`config.mk`:
```
export PLATFORM = sky130hd
export DESIGN_NAME = asc_sequencer
export DESIGN_NICKNAME = d
export VERILOG_FILES = /design/src/rtl/asc_pkg.sv /design/src/rtl/asc_sequencer.sv
export SDC_FILE = /design/constraint.sdc
export NUM_CORES = 1
export LEC_CHECK = 0
export BUFFER_PORTS_ARGS = -buffer_cell sky130_fd_sc_hd__clkbuf_2
export CORE_MARGIN = 4
export CORE_UTILIZATION = 45
export DETAILED_ROUTE_END_ITERATION = 16
export PLACE_DENSITY = 0.61
export REMOVE_ABC_BUFFERS = 1
export SLEW_MARGIN = 20
export SYNTH_ARGS = -nofsm -noshare
export SYNTH_HDL_FRONTEND = slang
export SYNTH_SLANG_ARGS = --single-unit
```
`constraint.sdc`:
```
create_clock -name CLK_IN -period 5.8 [get_ports CLK_IN]
set_clock_uncertainty 0.1 [all_clocks]
set_input_delay 0.87 -clock CLK_IN [delete_from_list [all_inputs] [get_ports CLK_IN]]
set_output_delay 0.87 -clock CLK_IN [all_outputs]
set_load 0.1 [all_outputs]
```
`src/rtl/asc_pkg.sv`:
```
// Purpose: Constants shared by the converter sequencer and its bench.
// Assumes: Byte-wide register port, 10-bit byte addresses.
// Notes:   Field positions and reset values of the control bytes.
package asc_pkg;
   // ****************************************************
   // Register addresses
   // ****************************************************
   localparam logic [9:0] ASC_ADDR_CTRL0    = 10'h3D6;
   localparam logic [9:0] ASC_ADDR_CTRL1    = 10'h3D7;
   localparam logic [9:0] ASC_ADDR_CTRL2    = 10'h3D4;
   localparam logic [9:0] ASC_ADDR_RES_BASE = 10'h3C0;
   localparam logic [9:0] ASC_ADDR_RES_LAST = 10'h3CF;

   // ****************************************************
   // Field positions
   // ****************************************************
   localparam int ASC_C0_CHAN_LSB  = 0;   // Single channel select, 3 bits
   localparam int ASC_C0_MODE_LSB  = 3;   // Operating mode, 3 bits
   localparam int ASC_C0_START_BIT = 6;   // Conversion start flag
   localparam int ASC_C1_GRP_LSB   = 0;   // Sweep group select, 2 bits
   localparam int ASC_C1_RES10_BIT = 2;   // 1: 10-bit result
   localparam int ASC_C1_DIV_LSB   = 3;   // Clock divider select, 2 bits
   localparam int ASC_C1_VREF_BIT  = 5;   // Ladder connected to reference
   localparam int ASC_C1_SEC_BIT   = 6;   // Secondary input group
   localparam int ASC_C2_SH_BIT    = 0;   // Sample-and-hold enable

   // ****************************************************
   // Reset values
   // ****************************************************
   localparam logic [7:0] ASC_CTRL0_RST = 8'h00;
   localparam logic [7:0] ASC_CTRL1_RST = 8'h00;
   localparam logic [7:0] ASC_CTRL2_RST = 8'h00;

   // ****************************************************
   // Mode and divider codes
   // ****************************************************
   localparam logic [2:0] ASC_MODE_ONESHOT = 3'h0;
   localparam logic [2:0] ASC_MODE_REPEAT  = 3'h1;
   localparam logic [2:0] ASC_MODE_SWEEP   = 3'h2;
   localparam logic [2:0] ASC_MODE_RSWEEP0 = 3'h3;
   localparam logic [2:0] ASC_MODE_RSWEEP1 = 3'h4;
   localparam logic [1:0] ASC_DIV_1        = 2'h0;
   localparam logic [1:0] ASC_DIV_2        = 2'h1;
   localparam logic [1:0] ASC_DIV_LIM_1    = 2'h0;
   localparam logic [1:0] ASC_DIV_LIM_2    = 2'h1;
   localparam logic [1:0] ASC_DIV_LIM_4    = 2'h3;

   // ****************************************************
   // Conversion lengths in converter clock cycles, code reset value and MSB position
   // ****************************************************
   localparam logic [5:0] ASC_CYC_8       = 6'd49;
   localparam logic [5:0] ASC_CYC_10      = 6'd59;
   localparam logic [5:0] ASC_CYC_8_SH    = 6'd28;
   localparam logic [5:0] ASC_CYC_10_SH   = 6'd33;
   localparam logic [5:0] ASC_TRIALS_8    = 6'd16;  // Two cycles per bit
   localparam logic [5:0] ASC_TRIALS_10   = 6'd20;
   localparam logic [9:0] ASC_CODE_RST    = 10'h000;
   localparam logic [3:0] ASC_MSB_POS     = 4'h9;
endpackage

```
`src/rtl/asc_sequencer.sv`:
```
// Purpose: Sequencer and successive-approximation control of the converter.
// Assumes: CLK_IN is the converter source clock; comparator is an async pin.
// Notes:   Byte register port, read data one cycle after the read strobe.
//
// Implementation choices: the register addresses and the plain strobed port.
`timescale 1ns/1ns
// Function
// One shared 10-bit SAR core, result resolution 8 or 10 bits by software.
// Software sets every analog pin to input before converting it.
// Reference bit 5 of control byte connects the ladder; set before starting.
// 10-bit result: low 8 bits to even byte, top 2 to odd byte.
// 8-bit result goes only into the even byte of the channel.
// Conversion clock is source clock divided by 1, 2 or 4.
// Conversion starts only when software turns the start flag to one.
// Without sample-and-hold a channel takes 49 or 59 cycles.
// With sample-and-hold a channel takes 28 or 33 cycles.
// Software keeps converter clock at least 250 kHz, or 1 MHz with hold.
// Five modes: one-shot, repeat, single sweep, repeat sweep 0 and 1.
// One-shot converts the selected channel once and stops.
// One-shot and single sweep clear start flag and request interrupt at end.
// Repeat converts the selected channel back to back, no interrupt.
// One-shot and repeat may select any primary channel 0 to 7.
// Single sweep converts group 0-1, 0-3, 0-5 or 0-7 once ascending.
// Repeat sweep 0 cycles through the group forever, no interrupt.
// Writing zero to the start flag stops every mode.
// Result registers readable any time, each with latest channel result.
// Secondary five inputs replace primary channels 0 to 4 in every mode.
// Repeat sweep 1 sweeps all channels, emphasised ones between each other.
// Sample-and-hold enabled by bit 0 of the second control byte; the code takes it from bit 0 of control byte 2.
// Software fixes sample-and-hold before start, never changes it mid-run.
// Each result overwrites its channel register at the end, no overrun flag.
module asc_sequencer
   import asc_pkg::*;
(
   input  wire logic       CLK_IN,
   input  wire logic       RST_N_IN,
   input  wire logic [9:0] ADDR_IN,
   input  wire logic [7:0] WR_DATA_IN,
   input  wire logic       WR_IN,
   input  wire logic       RD_IN,
   input  wire logic       COMPARE_IN,
   output logic      [7:0] RD_DATA_OUT,
   output logic      [2:0] CHAN_OUT,
   output logic            SECONDARY_OUT,
   output logic            SAMPLE_OUT,
   output logic      [9:0] TRIAL_CODE_OUT,
   output logic            LADDER_ON_OUT,
   output logic            BUSY_OUT,
   output logic            IRQ_OUT
);

   // ****************************************************
   // Declarations
   // ****************************************************
   typedef enum logic {ST_IDLE, ST_CONV} asc_state_t;

   asc_state_t  state;
   logic [7:0]  ctrl0;
   logic [7:0]  ctrl1;
   logic [7:0]  ctrl2;
   logic [7:0]  res_lo [8];
   logic [1:0]  res_hi [8];
   logic [1:0]  div_cnt;
   logic [1:0]  div_lim;
   logic        tick;
   logic [5:0]  cnt;
   logic [5:0]  conv_len;
   logic [5:0]  samp_len;
   logic [5:0]  phase;
   logic [3:0]  bit_pos;
   logic [9:0]  code;
   logic [9:0]  bit_mask;
   logic [9:0]  dec_code;
   logic        cmp_s1;
   logic        cmp_s2;
   logic        cmp_s3;
   logic        cmp_filt;
   logic        cmp_take;
   logic        sh_q;
   logic        res10_q;
   logic [2:0]  ch;
   logic        emph;
   logic [2:0]  other;
   logic [2:0]  next_ch;
   logic        next_emph;
   logic [2:0]  next_other;
   logic [2:0]  mode;
   logic [1:0]  grp;
   logic [2:0]  last_ch;
   logic [2:0]  emph_last;
   logic        wr_c0;
   logic        start_rise;
   logic        stop_req;
   logic        chan_end;
   logic        seq_done;
   logic        cfg_load;
   logic [7:0]  rd_mux;
   assign mode      = ctrl0[ASC_C0_MODE_LSB +: 3];
   assign grp       = ctrl1[ASC_C1_GRP_LSB +: 2];
   assign last_ch   = {grp, 1'b1};
   assign emph_last = {1'b0, grp};
   // ****************************************************
   // Start flag and control bytes
   // ****************************************************
   // Start edge and stop requests decoded from a write to control byte 0
   assign wr_c0      = WR_IN && (ADDR_IN == ASC_ADDR_CTRL0);
   assign start_rise = wr_c0 && WR_DATA_IN[ASC_C0_START_BIT] && !ctrl0[ASC_C0_START_BIT];
   assign stop_req   = wr_c0 && !WR_DATA_IN[ASC_C0_START_BIT];
   // Control byte 0; a software write wins over the hardware clear
   always_ff @(posedge CLK_IN or negedge RST_N_IN) begin
      if (!RST_N_IN) begin
         ctrl0 <= ASC_CTRL0_RST;
      end else if (wr_c0) begin
         ctrl0 <= {1'b0, WR_DATA_IN[6:0]};
      end else if (seq_done) begin
         ctrl0[ASC_C0_START_BIT] <= 1'b0;
      end
   end
   // Control bytes 1 and 2
   always_ff @(posedge CLK_IN or negedge RST_N_IN) begin
      if (!RST_N_IN) begin
         ctrl1 <= ASC_CTRL1_RST;
         ctrl2 <= ASC_CTRL2_RST;
      end else if (WR_IN) begin
         if (ADDR_IN == ASC_ADDR_CTRL1) begin
            ctrl1 <= {1'b0, WR_DATA_IN[6:0]};
         end
         if (ADDR_IN == ASC_ADDR_CTRL2) begin
            ctrl2 <= {7'h00, WR_DATA_IN[ASC_C2_SH_BIT]};
         end
      end
   end
   // Ladder only connected while the reference bit is set
   assign LADDER_ON_OUT = ctrl1[ASC_C1_VREF_BIT];
   // ****************************************************
   // Conversion clock divider
   // ****************************************************
   always_comb begin
      case (ctrl1[ASC_C1_DIV_LSB +: 2])
         ASC_DIV_1: div_lim = ASC_DIV_LIM_1;
         ASC_DIV_2: div_lim = ASC_DIV_LIM_2;
         default:   div_lim = ASC_DIV_LIM_4;
      endcase
   end
   // Divider restarts with every conversion run
   always_ff @(posedge CLK_IN or negedge RST_N_IN) begin
      if (!RST_N_IN) begin
         div_cnt <= 2'h0;
      end else if (state == ST_IDLE || tick) begin
         div_cnt <= 2'h0;
      end else begin
         div_cnt <= div_cnt + 2'h1;
      end
   end
   assign tick = (state == ST_CONV) && (div_cnt >= div_lim);
   // ****************************************************
   // Comparator synchroniser
   // ****************************************************
   // Third stage guards the filter; value taken once stages two and three agree
   always_ff @(posedge CLK_IN or negedge RST_N_IN) begin
      if (!RST_N_IN) begin
         cmp_s1   <= 1'b0;
         cmp_s2   <= 1'b0;
         cmp_s3   <= 1'b0;
         cmp_filt <= 1'b0;
      end else begin
         cmp_s1 <= COMPARE_IN;
         cmp_s2 <= cmp_s1;
         cmp_s3 <= cmp_s2;
         if (cmp_s2 == cmp_s3) begin
            cmp_filt <= cmp_s3;
         end
      end
   end
   // Agreed value used at once, so a decision four clocks after the trial sees it
   assign cmp_take = (cmp_s2 == cmp_s3) ? cmp_s3 : cmp_filt;

   // ****************************************************
   // Channel timing and bit trials
   // ****************************************************
   // Per-channel length from latched hold and resolution settings
   always_comb begin
      case ({sh_q, res10_q})
         2'b00:   conv_len = ASC_CYC_8;
         2'b01:   conv_len = ASC_CYC_10;
         2'b10:   conv_len = ASC_CYC_8_SH;
         default: conv_len = ASC_CYC_10_SH;
      endcase
      samp_len = conv_len - (res10_q ? ASC_TRIALS_10 : ASC_TRIALS_8);
   end
   // Trial bit walks from the MSB down, two converter clocks per bit
   assign phase    = cnt - samp_len;
   assign bit_pos  = ASC_MSB_POS - phase[4:1];
   assign bit_mask = 10'h001 << bit_pos;
   assign dec_code = cmp_take ? (code & ~bit_mask) : code;
   assign chan_end = tick && (cnt == conv_len - 6'd1);
   assign cfg_load = start_rise || (chan_end && !seq_done);
   // Hold and resolution fixed for each channel conversion
   always_ff @(posedge CLK_IN or negedge RST_N_IN) begin
      if (!RST_N_IN) begin
         sh_q    <= 1'b0;
         res10_q <= 1'b0;
      end else if (cfg_load) begin
         sh_q    <= ctrl2[ASC_C2_SH_BIT];
         res10_q <= ctrl1[ASC_C1_RES10_BIT];
      end
   end
   // Cycle counter within one channel conversion
   always_ff @(posedge CLK_IN or negedge RST_N_IN) begin
      if (!RST_N_IN) begin
         cnt <= 6'd0;
      end else if (state == ST_IDLE || chan_end) begin
         cnt <= 6'd0;
      end else if (tick) begin
         cnt <= cnt + 6'd1;
      end
   end
   // Successive-approximation register: set on even, decide on odd phase
   always_ff @(posedge CLK_IN or negedge RST_N_IN) begin
      if (!RST_N_IN) begin
         code <= ASC_CODE_RST;
      end else if (state == ST_IDLE || chan_end) begin
         code <= ASC_CODE_RST;
      end else if (tick && cnt >= samp_len) begin
         code <= phase[0] ? dec_code : (code | bit_mask);
      end
   end
   // ****************************************************
   // Channel sequencing
   // ****************************************************
   // Next channel after the current one ends, per mode
   always_comb begin
      next_ch    = ch;
      next_emph  = emph;
      next_other = other;
      seq_done   = 1'b0;
      case (mode)
         ASC_MODE_ONESHOT: begin
            seq_done = chan_end;
         end
         ASC_MODE_REPEAT: begin
            next_ch = ctrl0[ASC_C0_CHAN_LSB +: 3];
         end
         ASC_MODE_SWEEP, ASC_MODE_RSWEEP0: begin
            if (ch == last_ch) begin
               next_ch  = 3'd0;
               seq_done = chan_end && (mode == ASC_MODE_SWEEP);
            end else begin
               next_ch = ch + 3'd1;
            end
         end
         ASC_MODE_RSWEEP1: begin
            if (!emph) begin
               next_ch    = 3'd0;
               next_emph  = 1'b1;
               next_other = (other == 3'd7) ? emph_last + 3'd1 : other + 3'd1;
            end else if (ch == emph_last) begin
               next_ch   = other;
               next_emph = 1'b0;
            end else begin
               next_ch = ch + 3'd1;
            end
         end
         default: begin
            seq_done = chan_end;
         end
      endcase
   end
   // Current channel and emphasis pointers
   always_ff @(posedge CLK_IN or negedge RST_N_IN) begin
      if (!RST_N_IN) begin
         ch    <= 3'd0;
         emph  <= 1'b1;
         other <= 3'd1;
      end else if (start_rise) begin
         ch    <= (WR_DATA_IN[ASC_C0_MODE_LSB +: 3] <= ASC_MODE_REPEAT) ?
                  WR_DATA_IN[ASC_C0_CHAN_LSB +: 3] : 3'd0;
         emph  <= 1'b1;
         other <= emph_last + 3'd1;
      end else if (chan_end) begin
         ch    <= next_ch;
         emph  <= next_emph;
         other <= next_other;
      end
   end
   // Run state: start edge begins, zero write or sequence end stops
   always_ff @(posedge CLK_IN or negedge RST_N_IN) begin
      if (!RST_N_IN) begin
         state <= ST_IDLE;
      end else begin
         case (state)
            ST_IDLE: begin
               if (start_rise) begin
                  state <= ST_CONV;
               end
            end
            ST_CONV: begin
               if (stop_req || seq_done) begin
                  state <= ST_IDLE;
               end
            end
            default: begin
               state <= ST_IDLE;
            end
         endcase
      end
   end
   // Completion request, one cycle, in one-shot, single sweep and the unused mode codes 5 to 7
   always_ff @(posedge CLK_IN or negedge RST_N_IN) begin
      if (!RST_N_IN) begin
         IRQ_OUT <= 1'b0;
      end else begin
         IRQ_OUT <= seq_done && !stop_req;
      end
   end
   // ****************************************************
   // Result registers
   // ****************************************************
   // Latest result overwrites the channel register, no overrun check
   always_ff @(posedge CLK_IN or negedge RST_N_IN) begin
      if (!RST_N_IN) begin
         for (int i = 0; i < 8; i++) begin
            res_lo[i] <= 8'h00;
            res_hi[i] <= 2'h0;
         end
      end else if (chan_end && !stop_req) begin
         if (res10_q) begin
            res_lo[ch] <= dec_code[7:0];
            res_hi[ch] <= dec_code[9:8];
         end else begin
            res_lo[ch] <= dec_code[9:2];
         end
      end
   end

   // ****************************************************
   // Read port
   // ****************************************************
   // Read mux; results readable at any time, unmapped reads zero
   always_comb begin
      rd_mux = 8'h00;
      if (ADDR_IN >= ASC_ADDR_RES_BASE && ADDR_IN <= ASC_ADDR_RES_LAST) begin
         rd_mux = ADDR_IN[0] ? {6'h00, res_hi[ADDR_IN[3:1]]} : res_lo[ADDR_IN[3:1]];
      end else if (ADDR_IN == ASC_ADDR_CTRL0) begin
         rd_mux = ctrl0;
      end else if (ADDR_IN == ASC_ADDR_CTRL1) begin
         rd_mux = ctrl1;
      end else if (ADDR_IN == ASC_ADDR_CTRL2) begin
         rd_mux = ctrl2;
      end
   end
   // Read data stands only in the cycle after the strobe
   always_ff @(posedge CLK_IN or negedge RST_N_IN) begin
      if (!RST_N_IN) begin
         RD_DATA_OUT <= 8'h00;
      end else begin
         RD_DATA_OUT <= RD_IN ? rd_mux : 8'h00;
      end
   end
   // ****************************************************
   // Analog front end controls
   // ****************************************************
   assign CHAN_OUT       = ch;
   assign SECONDARY_OUT  = ctrl1[ASC_C1_SEC_BIT] && (ch <= 3'd4);
   assign SAMPLE_OUT     = (state == ST_CONV) && (cnt < samp_len);
   assign TRIAL_CODE_OUT = code;
   assign BUSY_OUT       = (state == ST_CONV);
endmodule

```
==> qor.yml <==
dp_hpwl_mm: 13.4
outcome: "finished, final reports clean"
synth.avg_cell_area_sq_um: 11.6
worst_setup_path_end_kind: "flop"
rrSetupSlack_ns: 0.97
clock-sinks: 136
async_flop_share: 1.00
slew_headroom: 0.343
track_usage: 0.213
synth_area_sq_um: 7470
vias: 5425
clock_latency_ns: 0.42
maxCapViolCount: 0
dr.pass1.iters: 5
drtIter0Drc: 388
final_nets: 732
antenna_found_initial: 0
fillers: 1406
routed_wirelength_mm: 19.0
cts.repair.resized: 0
tns_ns: 0
tightestPinTransition_ns: 0.970
area_growth_pct: 13.4
ys_seq_area_frac: 0.456
path_max_fanout: 14
drc_errors: 0
wl_per_cell_um: 20.8
synthFlopType: "dfrtp_1"
swShare: 0.237
timing.fmax_mhz: 207
slowest_delay_ns: 0.86
grt_overflow: 0
gp_congestion: 0.890
grt_max_degree: 88
holdWs_ns: 0.246
fin_crit_ns: 4.83
path_clk_slew_ns: 0.06
dieArea_sq_um: 18700
internal_power_mw: 1.63
cp.required_ns: 6.00
drv_slew: 0
synth_edf_count: 0
grt_pass1_wl_mm: 30.1
r2r_start: "res10_q$_DFFE_PN0P_"
setup_viol: 0
ant_nets: 0
peakVddDrop_uv: 198
cts_root_buf: "clkbuf_16"
worst_path_max_delay_cell: "o311ai_1"
diodes: 0
reg2regPathDepth: 14
whs_path_depth: 0
path_common_cell: "inv_1"
die_x_um: 137
crit_type: "flop to flop"
layout-drive-gt1-share: 0.295
start_util: 0.465
yosys_register_bits: 136
crit_chain: "inv_1, ha_1, inv_1, ha_1, inv_1, fa_1, xor2_1, inv_1, ha_1, xnor2_1, xor2_2, o311ai_1, o21ai_0, mux2_1"
postCtsSetupBuffers: 0
hp-start: "cmp_s1$_DFF_PN0_"
synthCells: 643
cts_hold_buffers: 0
numPortBuffers: 47
htreeDepth: 4
rsz0062_at_grt: "false"
hold_path_class: "flop to flop"
yosysWarnings: 0
vias_per_cell: 5.93
numCtsBuffers: 17
fin_crit_sh: 0.832
min_to: "cmp_s2$_DFF_PN0_"
power.share.combinational: 0.035
switchingPower_mw: 0.505
coreArea_sq_um: 16100
finalHoldViolations: 0
synth_cell_types: 73
arrival_ns: 5.02
grt_pass1_vias: 5482
cellPowerDensity_nw_per_um2: 252
cellLeakagePower_nw: 3.89
clockPowerShare: 0.516
timing.rr.end: "res_lo[5]$_DFFE_PN0P_"
start_kind: "flop"
rows: 46
layout_commonest_cell: "dfrtp_1"
cts_buffer_depth: 2
final_cell_mix: "dfrtp_1 (134), mux2_2 (81), nor2_1 (50), clkbuf_2 (46), o21ai_0 (39)"
num_io_pins: 49
die_y_um: 137
power.share.sequential: 0.448
tritoncts: "yes"
crit_start: "res10_q$_DFFE_PN0P_"
## worst max-delay path, delay by kind of cell (launching register included)
kind / cells / cell delay (ns)
XOR/XNOR: 3 / 1.22
adder cells (fa/ha/maj): 4 / 1.09
buffers and inverters: 4 / 0.51
multiplexers: 1 / 0.35
AO/OA/AOI/OAI: 2 / 1.09
flip-flops: 1 / 0.34
## Yosys cell counts, types with 12 or more instances
library cell	instances	area, sq um
a21oi_1	18	90.1
clkbuf_1	12	45.0
dfrtp_1	134	3350
ha_1	22	275
inv_1	19	71.3
mux2_2	81	912
mux4_2	22	495
nand2_1	34	128
nand3_1	16	80.1
nor2_1	50	188
o211ai_1	14	105
o21a_1	12	90.1
o21ai_0	39	195
## per-stage QoR
step / instances / power [mW] / util / cell area [sq um] / setup slack, ns
floorplan: 615 / 1.00 / - / 7320 / 1.30
global placement: 883 / 1.05 / 0.490 / 7870 / 1.11
detailed placement: 883 / 1.05 / 0.490 / 7870 / 0.959
CTS: 915 / 2.16 / 0.528 / 8480 / 0.953
global route: 915 / 2.21 / 0.528 / 8480 / 0.598
finish: 915 / 2.14 / 0.528 / 8480 / 0.974
## registers in the layout (all words and copies together), names as in the netlist
name and cells:
res_lo 64, res_hi 16, TRIAL_CODE_OUT 10, RD_DATA_OUT 8
ctrl0 7, ctrl1 7, cnt 6, CHAN_OUT 3
other 3, div_cnt 2, BUSY_OUT 1, IRQ_OUT 1
cmp_filt 1, cmp_s1 1, cmp_s2 1, cmp_s3 1
ctrl2 1, emph 1, res10_q 1, sh_q 1
## worst max-delay path by stage
stage	endpoint	slack, ns	depth (start not counted)
global route	res_lo[5]$_DFFE_PN0P_	0.60	14
global placement	res_lo[52]$_DFFE_PN0P_	1.11	14
finish	res_lo[5]$_DFFE_PN0P_	0.97	14
detailed placement	res_lo[5]$_DFFE_PN0P_	0.96	14
CTS	res_lo[5]$_DFFE_PN0P_	0.95	14
floorplan	SECONDARY_OUT	1.30	4
## power groups by stage
stage / combinational [mW] / sequential [mW] / clock [mW]
finish: 0.0756 / 0.958 / 1.10
global route: 0.0846 / 0.958 / 1.16
detailed placement: 0.0772 / 0.975 / 0
CTS: 0.0775 / 0.958 / 1.12
floorplan: 0.0266 / 0.976 / 0
global placement: 0.0755 / 0.975 / 0
## cell families after synthesis
logic type                 synth area share
muxes                                 0.199
DFF                                   0.456
buffers and inverters                0.0295
AOI/OAI and AO/OA                     0.132
and+or+nand+nor                       0.120
adders and majority gates            0.0409
xor gates and xnor gates             0.0233
## layer usage
| metal | part of all wire | GRT usage | vias to the layer above |
|---|---|---|---|
| met3 | 0.046 | 0.0438 | 34 |
| met5 | 0 | 0 | - |
| met4 | 0.025 | 0.0798 | 0 |
| met1 | 0.44 | 0.278 | 2746 |
| met2 | 0.49 | 0.350 | 162 |
| li1 | - | - | 2483 |
## area by class of cell
type,instances,area (sq um),area share
timing repair buffer,52,279,0.0329
clock inverter,14,163,0.0192
inverter,19,71.3,0.00841
tap,216,270,0.0319
multi-input combinational,460,3850,0.454
clock buffer,18,439,0.0518
sequential,136,3410,0.402
Power figures use the tool's default switching activity.
